==> config.mk <==
export PLATFORM = sky130hd
export DESIGN_NAME = arith_logic_string_decode
export DESIGN_NICKNAME = d
export VERILOG_FILES = /design/src/decode_pkg.sv /design/src/arith_logic_string_decode.sv /design/src/cycle_timer.sv /design/src/opcode_classify.sv
export VERILOG_INCLUDE_DIRS = /design/src /design/src/src
export SDC_FILE = /design/constraint.sdc
export NUM_CORES = 1
export LEC_CHECK = 0
export ABC_CLOCK_PERIOD_IN_PS = 2600
export BUFFER_PORTS_ARGS = -buffer_cell sky130_fd_sc_hd__clkbuf_2
export CAP_MARGIN = 10
export CORE_ASPECT_RATIO = 2
export CORE_MARGIN = 2
export CORE_UTILIZATION = 55
export DETAILED_ROUTE_END_ITERATION = 8
export HOLD_SLACK_MARGIN = 0.1
export PLACE_DENSITY = 0.79
export SYNTH_ARGS = -nofsm -noshare
export SYNTH_HDL_FRONTEND = slang
export SYNTH_HIERARCHICAL = 1
export SYNTH_SLANG_ARGS = --single-unit
==> constraint.sdc <==
create_clock -name core_clk -period 2.6 [get_ports core_clk]
set_input_delay 0.26 -clock core_clk [delete_from_list [all_inputs] [get_ports core_clk]]
set_output_delay 0.26 -clock core_clk [all_outputs]
set_load 0.01 [all_outputs]
==> src/decode_defs.svh <==
`ifndef DECODE_DEFS_SVH
`define DECODE_DEFS_SVH
// ----------------------------------------
// opcode encodings
// ----------------------------------------
`define OPC_BCD_MUL      8'hD4
`define OPC_BCD_DIV      8'hD5
`define BCD_CONST        8'h0A
`define OPC_B2W          8'h98
`define OPC_W2D          8'h99
`define OPC_AND_RM       6'h08
`define OPC_OR_RM        6'h02
`define OPC_XOR_RM       6'h0C
`define OPC_TEST_RM      7'h42
`define OPC_GROUP        7'h7B
`define OPC_TEST_ACC     7'h54
`define OPC_COPY         7'h52
`define OPC_PORT_IN      7'h36
`define OPC_PORT_OUT     7'h37
`define OPC_COMPARE      7'h53
`define OPC_SCAN         7'h57
`define OPC_LOAD         7'h56
`define OPC_STORE        7'h55
`define OPC_REP_PREFIX   7'h79
`define REG_TEST         3'h0
`define REG_UQUOT        3'h6
`define REG_SQUOT        3'h7
`define MOD_REG          2'h3
`define IMM_ONE          2'h1
`define IMM_TWO          2'h2
// ----------------------------------------
// clock counts
// ----------------------------------------
`define CLK_BCD_MUL      6'h13
`define CLK_BCD_DIV      6'h0F
`define CLK_B2W          6'h02
`define CLK_W2D          6'h04
`define CLK_QUOT_RB      6'h1D
`define CLK_QUOT_RW      6'h26
`define CLK_QUOT_MB      6'h23
`define CLK_QUOT_MW      6'h2C
`define CLK_LOGIC_REG    6'h03
`define CLK_LOGIC_MEM    6'h0A
`define CLK_TIMM_REG     6'h04
`define CLK_TIMM_MEM     6'h0A
`define CLK_ACC_BYTE     6'h03
`define CLK_ACC_WORD     6'h04
`define CLK_COPY         6'h0E
`define CLK_PORT         6'h0E
`define CLK_COMPARE      6'h16
`define CLK_SCAN         6'h0F
`define CLK_LOAD         6'h0C
`define CLK_STORE        6'h0A
`define REP_SETUP_MOVE   6'h08
`define REP_SETUP_COND   6'h05
`define REP_SETUP_ACC    6'h06
`define REP_PER_MOVE     6'h08
`define REP_PER_LOAD     6'h0B
`define REP_PER_STORE    6'h09
`endif

==> src/decode_pkg.sv <==
package decode_pkg;
  typedef enum logic [4:0] {
    OP_NONE, OP_BCD_MUL, OP_BCD_DIV, OP_UQUOT, OP_SQUOT, OP_B2W, OP_W2D,
    OP_AND, OP_OR, OP_XOR, OP_TEST_RM, OP_TEST_IMM, OP_TEST_ACC,
    OP_COPY, OP_PORT_IN, OP_PORT_OUT, OP_COMPARE, OP_SCAN, OP_LOAD, OP_STORE, OP_ILLEGAL
  } op_class_type;
endpackage

==> src/arith_logic_string_decode.sv <==
// How it works
// - D4 then 0A is bcd adjust after multiply, 19 clocks.
// - D5 then 0A is bcd adjust before divide, 15 clocks.
// - group opcode reg 110/111 divides: 29, 38, 35, 44 clocks.
// - 98 sign extends byte to word, no operands, 2 clocks.
// - 99 sign extends word to dword, no operands, 4 clocks.
// - and/or/xor register forms take modrm, 3 or 10 clocks.
// - flag-only and register form takes modrm, 3 or 10 clocks.
// - flag-only and immediate to r/m: reg 000, 1+w immediates, 4/10.
// - flag-only and with accumulator: no modrm, second immediate if word.
// - accumulator form takes 3 clocks for byte, 4 for word.
// - block copy 14 clocks, repeated 8+8n.
// - port input string 14 clocks, repeated 8+8n.
// - port output string 14 clocks, repeated 8+8n.
// - block compare 22 clocks, conditional repeat 5+22n.
// - block scan 15 clocks, conditional repeat 5+15n.
// - block load 12 clocks, repeated 6+11n.
// - block store 10 clocks, repeated 6+9n.
// - repeat prefix repeats string op, n from repeat count register.
`include "decode_defs.svh"
module arith_logic_string_decode (
  input  wire logic                   core_clk,
  input  wire logic                   arst_n,
  input  wire logic                   fetch_valid,
  input  wire logic [7:0]             fetch_byte,
  input  wire logic [15:0]            repeat_count_register,
  input  wire logic                   zero_flag,
  output logic                        fetch_ready,
  output logic                        busy,
  output logic                        done,
  output logic                        bad_opcode,
  output decode_pkg::op_class_type    op_class,
  output logic                        wide,
  output logic                        reg_is_dest,
  output logic                        mem_operand,
  output logic                        flag_only,
  output logic                        rep_active,
  output logic [7:0]                  modrm_byte,
  output logic [15:0]                 immediate,
  output logic [15:0]                 elements_left
);
  // ----------------------------------------
  // reset release
  // ----------------------------------------
  logic rst_meta_q;
  logic rst_n;

  always_ff @(posedge core_clk or negedge arst_n) begin
    if (!arst_n) begin
      rst_meta_q <= 1'b0;
      rst_n      <= 1'b0;
    end else begin
      rst_meta_q <= 1'b1;
      rst_n      <= rst_meta_q;
    end
  end

  // ----------------------------------------
  // decode
  // ----------------------------------------
  typedef enum logic [2:0] {
    ST_OPCODE, ST_CONST, ST_MODRM, ST_IMM_LO, ST_IMM_HI, ST_EXEC, ST_SETUP, ST_ELEM
  } state_type;

  state_type                state_q;
  state_type                state_d;
  logic [7:0]               opcode_q;
  logic [7:0]               modrm_q;
  logic [15:0]              imm_q;
  logic [15:0]              count_q;
  logic                     rep_q;
  logic                     rep_z_q;
  logic                     fetch_ready_q;
  logic                     busy_q;
  logic                     done_q;
  logic                     bad_q;
  decode_pkg::op_class_type op_class_q;
  logic                     wide_q;
  logic                     reg_is_dest_q;
  logic                     mem_operand_q;
  logic                     flag_only_q;
  logic                     rep_active_q;
  logic                     take;
  logic [7:0]               opc_sel;
  logic [7:0]               modrm_sel;
  decode_pkg::op_class_type c_cls;
  logic                     c_const;
  logic                     c_modrm;
  logic [1:0]               c_imm;
  logic                     c_string;
  logic [5:0]               c_clocks;
  logic [5:0]               c_setup;
  logic [5:0]               c_per;
  logic                     go;
  logic                     reload;
  logic                     finish;
  logic                     bad;
  logic                     elem_end;
  logic                     cond_stop;
  logic                     tmr_load;
  logic [5:0]               tmr_val;
  logic                     tmr_last;

  assign take      = fetch_valid && fetch_ready_q;
  assign opc_sel   = (state_q == ST_OPCODE) ? fetch_byte : opcode_q;
  assign modrm_sel = (state_q == ST_MODRM) ? fetch_byte : modrm_q;

  opcode_classify u_classify (
    .opcode      (opc_sel),
    .modrm       (modrm_sel),
    .cls         (c_cls),
    .needs_const (c_const),
    .needs_modrm (c_modrm),
    .imm_bytes   (c_imm),
    .string_op   (c_string),
    .clocks      (c_clocks),
    .rep_setup   (c_setup),
    .rep_per     (c_per)
  );

  cycle_timer u_timer (
    .core_clk (core_clk),
    .rst_n    (rst_n),
    .load     (tmr_load),
    .load_val (tmr_val),
    .last     (tmr_last)
  );

  // only compare and scan look at the zero flag, sampled in an element's last cycle
  assign cond_stop = (op_class_q == decode_pkg::OP_COMPARE || op_class_q == decode_pkg::OP_SCAN) &&
                     (zero_flag != rep_z_q);

  always_comb begin
    state_d  = state_q;
    go       = 1'b0;
    reload   = 1'b0;
    finish   = 1'b0;
    bad      = 1'b0;
    elem_end = 1'b0;
    unique case (state_q)
      ST_OPCODE: begin
        if (take) begin
          if (fetch_byte[7:1] == `OPC_REP_PREFIX && !rep_q) begin
            state_d = ST_OPCODE;
          end else if ((c_cls == decode_pkg::OP_ILLEGAL && !c_modrm) || (rep_q && !c_string)) begin
            bad = 1'b1;
          end else if (c_const) begin
            state_d = ST_CONST;
          end else if (c_modrm) begin
            state_d = ST_MODRM;
          end else if (c_imm != 2'h0) begin
            state_d = ST_IMM_LO;
          end else begin
            go = 1'b1;
          end
        end
      end
      ST_CONST: begin
        if (take) begin
          if (fetch_byte == `BCD_CONST) begin
            go = 1'b1;
          end else begin
            bad = 1'b1;
          end
        end
      end
      ST_MODRM: begin
        if (take) begin
          if (c_cls == decode_pkg::OP_ILLEGAL) begin
            bad = 1'b1;
          end else if (c_imm != 2'h0) begin
            state_d = ST_IMM_LO;
          end else begin
            go = 1'b1;
          end
        end
      end
      ST_IMM_LO: begin
        if (take) begin
          if (c_imm == `IMM_TWO) begin
            state_d = ST_IMM_HI;
          end else begin
            go = 1'b1;
          end
        end
      end
      ST_IMM_HI: begin
        if (take) begin
          go = 1'b1;
        end
      end
      ST_EXEC: begin
        finish = tmr_last;
      end
      ST_SETUP: begin
        if (tmr_last) begin
          if (count_q == 16'h0000) begin
            finish = 1'b1;
          end else begin
            state_d = ST_ELEM;
            reload  = 1'b1;
          end
        end
      end
      ST_ELEM: begin
        if (tmr_last) begin
          elem_end = 1'b1;
          if (count_q == 16'h0001 || cond_stop) begin
            finish = 1'b1;
          end else begin
            reload = 1'b1;
          end
        end
      end
    endcase
    if (go) begin
      state_d = rep_q ? ST_SETUP : ST_EXEC;
    end
    if (finish || bad) begin
      state_d = ST_OPCODE;
    end
  end

  assign tmr_load = go || reload;
  // a phase is timed from the clock figure of the state being entered
  assign tmr_val  = (state_d == ST_SETUP) ? c_setup : (state_d == ST_ELEM) ? c_per : c_clocks;

  // ----------------------------------------
  // sequencing state
  // ----------------------------------------
  always_ff @(posedge core_clk or negedge rst_n) begin
    if (!rst_n) begin
      state_q <= ST_OPCODE;
    end else begin
      state_q <= state_d;
    end
  end

  // ready is registered from the next state so the queue never sees a combinational path
  always_ff @(posedge core_clk or negedge rst_n) begin
    if (!rst_n) begin
      fetch_ready_q <= 1'b0;
      busy_q        <= 1'b0;
      done_q        <= 1'b0;
      bad_q         <= 1'b0;
    end else begin
      fetch_ready_q <= (state_d == ST_OPCODE) || (state_d == ST_CONST) || (state_d == ST_MODRM) ||
                       (state_d == ST_IMM_LO) || (state_d == ST_IMM_HI);
      busy_q        <= (state_d == ST_EXEC) || (state_d == ST_SETUP) || (state_d == ST_ELEM);
      done_q        <= finish;
      bad_q         <= bad;
    end
  end

  always_ff @(posedge core_clk or negedge rst_n) begin
    if (!rst_n) begin
      opcode_q <= 8'h00;
      modrm_q  <= 8'h00;
      imm_q    <= 16'h0000;
    end else if (take) begin
      if (state_q == ST_OPCODE) begin
        opcode_q <= fetch_byte;
        imm_q    <= 16'h0000;
      end
      if (state_q == ST_MODRM) begin
        modrm_q <= fetch_byte;
      end
      if (state_q == ST_IMM_LO) begin
        imm_q[7:0] <= fetch_byte;
      end
      if (state_q == ST_IMM_HI) begin
        imm_q[15:8] <= fetch_byte;
      end
    end
  end

  // a prefix stays armed until its instruction ends or is rejected
  always_ff @(posedge core_clk or negedge rst_n) begin
    if (!rst_n) begin
      rep_q   <= 1'b0;
      rep_z_q <= 1'b0;
    end else if (finish || bad) begin
      rep_q <= 1'b0;
    end else if (state_q == ST_OPCODE && take && fetch_byte[7:1] == `OPC_REP_PREFIX && !rep_q) begin
      rep_q   <= 1'b1;
      rep_z_q <= fetch_byte[0];
    end
  end

  always_ff @(posedge core_clk or negedge rst_n) begin
    if (!rst_n) begin
      count_q <= 16'h0000;
    end else if (go && rep_q) begin
      count_q <= repeat_count_register;
    end else if (elem_end) begin
      count_q <= count_q - 16'h0001;
    end
  end

  // ----------------------------------------
  // decoded attributes, held until the next instruction starts
  // ----------------------------------------
  always_ff @(posedge core_clk or negedge rst_n) begin
    if (!rst_n) begin
      op_class_q    <= decode_pkg::OP_NONE;
      wide_q        <= 1'b0;
      reg_is_dest_q <= 1'b0;
      mem_operand_q <= 1'b0;
      flag_only_q   <= 1'b0;
      rep_active_q  <= 1'b0;
    end else if (go) begin
      op_class_q    <= c_cls;
      wide_q        <= opc_sel[0] && !c_const;
      reg_is_dest_q <= opc_sel[1] && (c_cls == decode_pkg::OP_AND || c_cls == decode_pkg::OP_OR ||
                                      c_cls == decode_pkg::OP_XOR);
      mem_operand_q <= c_modrm && (modrm_sel[7:6] != `MOD_REG);
      flag_only_q   <= (c_cls == decode_pkg::OP_TEST_RM) || (c_cls == decode_pkg::OP_TEST_IMM) ||
                       (c_cls == decode_pkg::OP_TEST_ACC);
      rep_active_q  <= rep_q;
    end
  end

  assign fetch_ready   = fetch_ready_q;
  assign busy          = busy_q;
  assign done          = done_q;
  assign bad_opcode    = bad_q;
  assign op_class      = op_class_q;
  assign wide          = wide_q;
  assign reg_is_dest   = reg_is_dest_q;
  assign mem_operand   = mem_operand_q;
  assign flag_only     = flag_only_q;
  assign rep_active    = rep_active_q;
  assign modrm_byte    = modrm_q;
  assign immediate     = imm_q;
  assign elements_left = count_q;

  // ----------------------------------------
  // checks
  // ----------------------------------------
  logic [23:0] busy_len_q;
  logic        was_busy_q;
  logic [15:0] start_n_q;

  always_ff @(posedge core_clk or negedge rst_n) begin
    if (!rst_n) begin
      busy_len_q <= 24'h000000;
      was_busy_q <= 1'b0;
      start_n_q  <= 16'h0000;
    end else begin
      was_busy_q <= busy_q;
      if (busy_q && !was_busy_q) begin
        busy_len_q <= 24'h000001;
      end else if (busy_q) begin
        busy_len_q <= busy_len_q + 24'h000001;
      end
      if (go && rep_q) begin
        start_n_q <= repeat_count_register;
      end
    end
  end
endmodule

==> src/cycle_timer.sv <==
module cycle_timer (
  input  wire logic       core_clk,
  input  wire logic       rst_n,
  input  wire logic       load,
  input  wire logic [5:0] load_val,
  output logic            last
);
  logic [5:0] cnt_q;

  // phase lasts load_val cycles; last marks the final one
  always_ff @(posedge core_clk or negedge rst_n) begin
    if (!rst_n) begin
      cnt_q <= 6'h00;
    end else if (load) begin
      cnt_q <= load_val;
    end else if (cnt_q != 6'h00) begin
      cnt_q <= cnt_q - 6'h01;
    end
  end

  assign last = (cnt_q == 6'h01);
endmodule

==> src/opcode_classify.sv <==
`include "decode_defs.svh"
module opcode_classify (
  input  wire logic [7:0]             opcode,
  input  wire logic [7:0]             modrm,
  output decode_pkg::op_class_type    cls,
  output logic                        needs_const,
  output logic                        needs_modrm,
  output logic [1:0]                  imm_bytes,
  output logic                        string_op,
  output logic [5:0]                  clocks,
  output logic [5:0]                  rep_setup,
  output logic [5:0]                  rep_per
);
  logic mem;
  logic w;

  assign mem = (modrm[7:6] != `MOD_REG);
  assign w   = opcode[0];

  always_comb begin
    cls         = decode_pkg::OP_ILLEGAL;
    needs_const = 1'b0;
    needs_modrm = 1'b0;
    imm_bytes   = 2'h0;
    string_op   = 1'b0;
    clocks      = `CLK_B2W;
    rep_setup   = `REP_SETUP_MOVE;
    rep_per     = `REP_PER_MOVE;
    if (opcode == `OPC_BCD_MUL) begin
      cls = decode_pkg::OP_BCD_MUL; needs_const = 1'b1; clocks = `CLK_BCD_MUL;
    end else if (opcode == `OPC_BCD_DIV) begin
      cls = decode_pkg::OP_BCD_DIV; needs_const = 1'b1; clocks = `CLK_BCD_DIV;
    end else if (opcode == `OPC_B2W) begin
      cls = decode_pkg::OP_B2W; clocks = `CLK_B2W;
    end else if (opcode == `OPC_W2D) begin
      cls = decode_pkg::OP_W2D; clocks = `CLK_W2D;
    end else if (opcode[7:2] == `OPC_AND_RM || opcode[7:2] == `OPC_OR_RM || opcode[7:2] == `OPC_XOR_RM) begin
      cls = (opcode[7:2] == `OPC_AND_RM) ? decode_pkg::OP_AND :
            (opcode[7:2] == `OPC_OR_RM) ? decode_pkg::OP_OR : decode_pkg::OP_XOR;
      needs_modrm = 1'b1;
      clocks = mem ? `CLK_LOGIC_MEM : `CLK_LOGIC_REG;
    end else if (opcode[7:1] == `OPC_TEST_RM) begin
      cls = decode_pkg::OP_TEST_RM; needs_modrm = 1'b1;
      clocks = mem ? `CLK_LOGIC_MEM : `CLK_LOGIC_REG;
    end else if (opcode[7:1] == `OPC_GROUP) begin
      needs_modrm = 1'b1;
      if (modrm[5:3] == `REG_TEST) begin
        cls = decode_pkg::OP_TEST_IMM;
        imm_bytes = w ? `IMM_TWO : `IMM_ONE;
        clocks = mem ? `CLK_TIMM_MEM : `CLK_TIMM_REG;
      end else if (modrm[5:3] == `REG_UQUOT || modrm[5:3] == `REG_SQUOT) begin
        cls = (modrm[5:3] == `REG_UQUOT) ? decode_pkg::OP_UQUOT : decode_pkg::OP_SQUOT;
        clocks = mem ? (w ? `CLK_QUOT_MW : `CLK_QUOT_MB) : (w ? `CLK_QUOT_RW : `CLK_QUOT_RB);
      end
    end else if (opcode[7:1] == `OPC_TEST_ACC) begin
      cls = decode_pkg::OP_TEST_ACC;
      imm_bytes = w ? `IMM_TWO : `IMM_ONE;
      clocks = w ? `CLK_ACC_WORD : `CLK_ACC_BYTE;
    end else begin
      string_op = 1'b1;
      unique case (opcode[7:1])
        `OPC_COPY:     begin cls = decode_pkg::OP_COPY; clocks = `CLK_COPY; end
        `OPC_PORT_IN:  begin cls = decode_pkg::OP_PORT_IN; clocks = `CLK_PORT; end
        `OPC_PORT_OUT: begin cls = decode_pkg::OP_PORT_OUT; clocks = `CLK_PORT; end
        `OPC_COMPARE: begin
          cls = decode_pkg::OP_COMPARE; clocks = `CLK_COMPARE;
          rep_setup = `REP_SETUP_COND; rep_per = `CLK_COMPARE;
        end
        `OPC_SCAN: begin
          cls = decode_pkg::OP_SCAN; clocks = `CLK_SCAN;
          rep_setup = `REP_SETUP_COND; rep_per = `CLK_SCAN;
        end
        `OPC_LOAD: begin
          cls = decode_pkg::OP_LOAD; clocks = `CLK_LOAD;
          rep_setup = `REP_SETUP_ACC; rep_per = `REP_PER_LOAD;
        end
        `OPC_STORE: begin
          cls = decode_pkg::OP_STORE; clocks = `CLK_STORE;
          rep_setup = `REP_SETUP_ACC; rep_per = `REP_PER_STORE;
        end
        default: string_op = 1'b0;
      endcase
    end
  end
endmodule

==> metrics.md <==
| Metric | Value |
|---|---|
| Status | finished with violations |
| Failing checks | negative setup slack |
| Netlist Area Pre-Place | 4990 µm² |
| H-tree Lvls | 3 |
| Die span in x | 71.3 µm |
| Ports | 82 |
| Initial antenna violation count | 0 |
| Max-cap violation count | 0 |
| Initial core utilization | 56.1% |
| DP Area | 6500 µm² |
| CTS max path bufs | 2 |
| Commonest non-fill, non-tap cell in the layout | buf_4 |
| Tot Pwr | 11.0 mW |
| Syn_area_per_cell | 8.75 µm² |
| Final Skew | 7.41 ps |
| Placer Congestion | 1.05 |
| GRT overflow | 0 |
| Critical Path Source Type | flop |
| Post-DRT Antenna Nets | 0 |
| Worst Hold Path Cells | 3 |
| Most frequent cells in the layout | buf_4 (150), nand2_1 (91), clkbuf_2 (81) |
| CP cell instances | buf_12 -> nor3_4 -> mux2_4 -> xnor2_2 -> nand4b_1 -> o2111ai_2 -> a31oi_2 -> nor4b_4 -> nand2_1 -> a221oi_2 -> buf_4 -> or3_4 -> a21oi_4 -> buf_6 -> a21oi_1 -> a21oi_1 -> nand2_1 -> o21ai_0 |
| WP data required | 2820 ps |
| Die height | 139 µm |
| Synthesized flop and latch total | 75 |
| Dpl cells | 862 |
| Slowest stage delay, CP | 470 ps |
| R2R depth | 18 |
| Core Util, Final | 82.5% |
| RSZ-0062 raised after global routing | yes |
| Routed vias/inst | 6.36 |
| Synth async-reset ratio | 100% |
| Area grow syn2layout | 47.0% |
| Die area | 9890 µm² |
| Critical path arrival | 4150 ps |
| Via count | 5737 |
| TritonCTS clock tree | built |
| Max Clock Freq | 254 MHz |
| Cell count along the critical path | 18 |
| DR DRC count | 0 |
| P_leak | 3.51 nW |
| FP Rows | 49 |
| Detailed Place HPWL | 13300 µm |
| Hold WC Path Type | in -> reg |
| Bufs and invs on worst path | 3 |
| Slew HR | 50.8% |
| CTS sink cnt | 75 |
| Synth area leader | dfrtp_1 |
| Drt first-iter violations | 474 |
| Clock slew at reported path FFs | 60 ps |
| Pin slew with the least headroom to its limit | 739 ps |
| Setup TNS | -39900 ps |
| # setup viols final | 39 |
| CTS Buf Count | 9 |
| Diode count | 0 |
| Final hold violations | 0 |
| Worst setup margin | -1340 ps |
| Post-synth EDFFs | 0 |
| Post-route cell area | 7330 µm² |
| Post-Route WL | 19100 µm |
| Clock root cell | clkbuf_16 |
| First-pass GRT wire length | 29000 µm |
| Synth top area cells | dfrtp_1 (38%), nand2_1 (7.8%), mux2_2 (5.2%) |
| Per-cell routed wire length | 21.1 µm |
| Crit. End Element | flop |
| Synth warn | 6 |
| Non-filler cells in the finished layout | 902 |
| PD cells | 1500 nW/µm² |
| Crit path kind | reg -> reg |
| Crit Path Max Fanout | 7 |
| CP max-delay cell | dfrtp_2 |
| Ys flop type | dfrtp_1 |
| Max-slew violations | 0 |
| Nets | 831 |
| IO Port Bufs | 81 |
| Core area | 8890 µm² |
| Clock Latency Late Sink | 340 ps |
| Layout cells sized above 1 | 46.0% |
| Part of the cycle the worst path needs | 151% |
| Top-area cell type share of the netlist area | 37.6% |
| First drt pass iteration count | 5 |
| Top Family by Delay on Critical Path | compound AO/OA/AOI/OAI gates |
| Tot GR Track Use | 37.4% |
| Seq/Total Area, Yosys | 37.6% |
| Count of cell types in the netlist | 83 |
| Mapped Cells | 570 |
| Vias in the first global route | 5813 |
| Largest net degree at the start of global routing | 43 |
| Worst IR Drop VDD | 0.000842 V |
| Crit path time final | 3940 ps |
## path summary, 6_finish.rpt
kind                                           start                             to  slack [ps]
max reg2reg                     state_q[0]$_DFF_PN0_   u_timer/cnt_q[2]$_DFFE_PN0P_       -1340
max                             state_q[0]$_DFF_PN0_   u_timer/cnt_q[2]$_DFFE_PN0P_       -1340
min in group asynchronous                     arst_n           rst_meta_q$_DFF_PN0_         230
min                        repeat_count_register[12]  elements_left[12]$_DFFE_PN0P_         130
min reg2reg                          rst_n$_DFF_PN0_      immediate[14]$_DFFE_PN0P_         330
max in group asynchronous            rst_n$_DFF_PN0_           state_q[1]$_DFF_PN0_        1570
## cell families (layout without fill, tap and decap cells)
family / count (synthesis) / count (layout) / share of synthesized area, %
compound gates: 142 / 142 / 19.9
xor+xnor: 9 / 9 / 1.58
fa+ha+maj: 8 / 8 / 2.01
buf+inv: 53 / 281 / 5.29
flops: 75 / 75 / 37.6
mux: 25 / 25 / 5.59
other cells: 2 / 4 / 0.151
simple gates: 256 / 256 / 27.9
## state kept, by name (all words and copies together) (netlist names), 3 cells and up
register / cells
elements_left: 16
immediate: 16
modrm_byte: 8
op_class: 5
opcode_q: 8
state_q: 3
u_timer/cnt_q: 6
## synthesized netlist by cell type (6+ instances only)
master    number
ha_1           8
nor2_1        35
buf_2         10
nand2_1      103
nor3b_1        6
a221o_1        6
nand3_1       13
mux2_2        23
clkbuf_1       9
o21ai_0       28
nand2b_1      14
inv_1         20
a22o_1        10
buf_4         10
dfrtp_1       75
a21oi_1       29
nor3_1        21
## per-layer routing
metal / GRT usage (%) / wire length (µm) / part of all wire (%)
met1: 38.0 / 6240 / 33
met2: 66.4 / 10300 / 54
met3: 6.47 / 999 / 5.2
met4: 26.6 / 1560 / 8.2
met5: 0 / 0 / 0
## where the power goes
group / total [mW] / switching, mW / internal (mW)
registers: 2.06 / 0.401 / 1.66
logic: 7.65 / 4.05 / 3.60
clock network: 1.28 / 0.532 / 0.750
## what timing repair did
action,CTS,global route
gates cloned,0,0
buffers inserted,7,17
pin swaps,13,21
gates resized for setup,28,56
endpoints found under the hold margin,2,0
hold buffers,1,0
setup endpoints to repair,39,47
## final cells by class
class | count | area [µm²]
repair buffers | 244 | 1720
clock buffers | 9 | 225
fillers | 512 | 1560
clock inverters | 7 | 76.3
flip-flops and latches | 75 | 1880
inverters | 21 | 78.8
well taps | 102 | 128
multi-input cells | 444 | 3220
## worst reg2reg max path: stages (launching register included)
cell and delay (ps):
dfrtp_2 470, buf_12 150, nor3_4 220, mux2_4 380, xnor2_2 140, nand4b_1 180
o2111ai_2 140, a31oi_2 250, nor4b_4 340, nand2_1 150, a221oi_2 300, buf_4 190
or3_4 150, a21oi_4 80, buf_6 160, a21oi_1 220, a21oi_1 120, nand2_1 70
o21ai_0 70
## per-stage QoR
stage / hold WS [ps] / setup slack, ps
6_report: 125 / -1340
5_1_grt: 131 / -1430
4_1_cts: 124 / -1100
3_5_place_dp: 50.9 / -1480
3_3_place_gp: 44.2 / -1510
2_1_floorplan: -35.6 / -1070
Note: power is estimated with default switching activity, not from simulation.
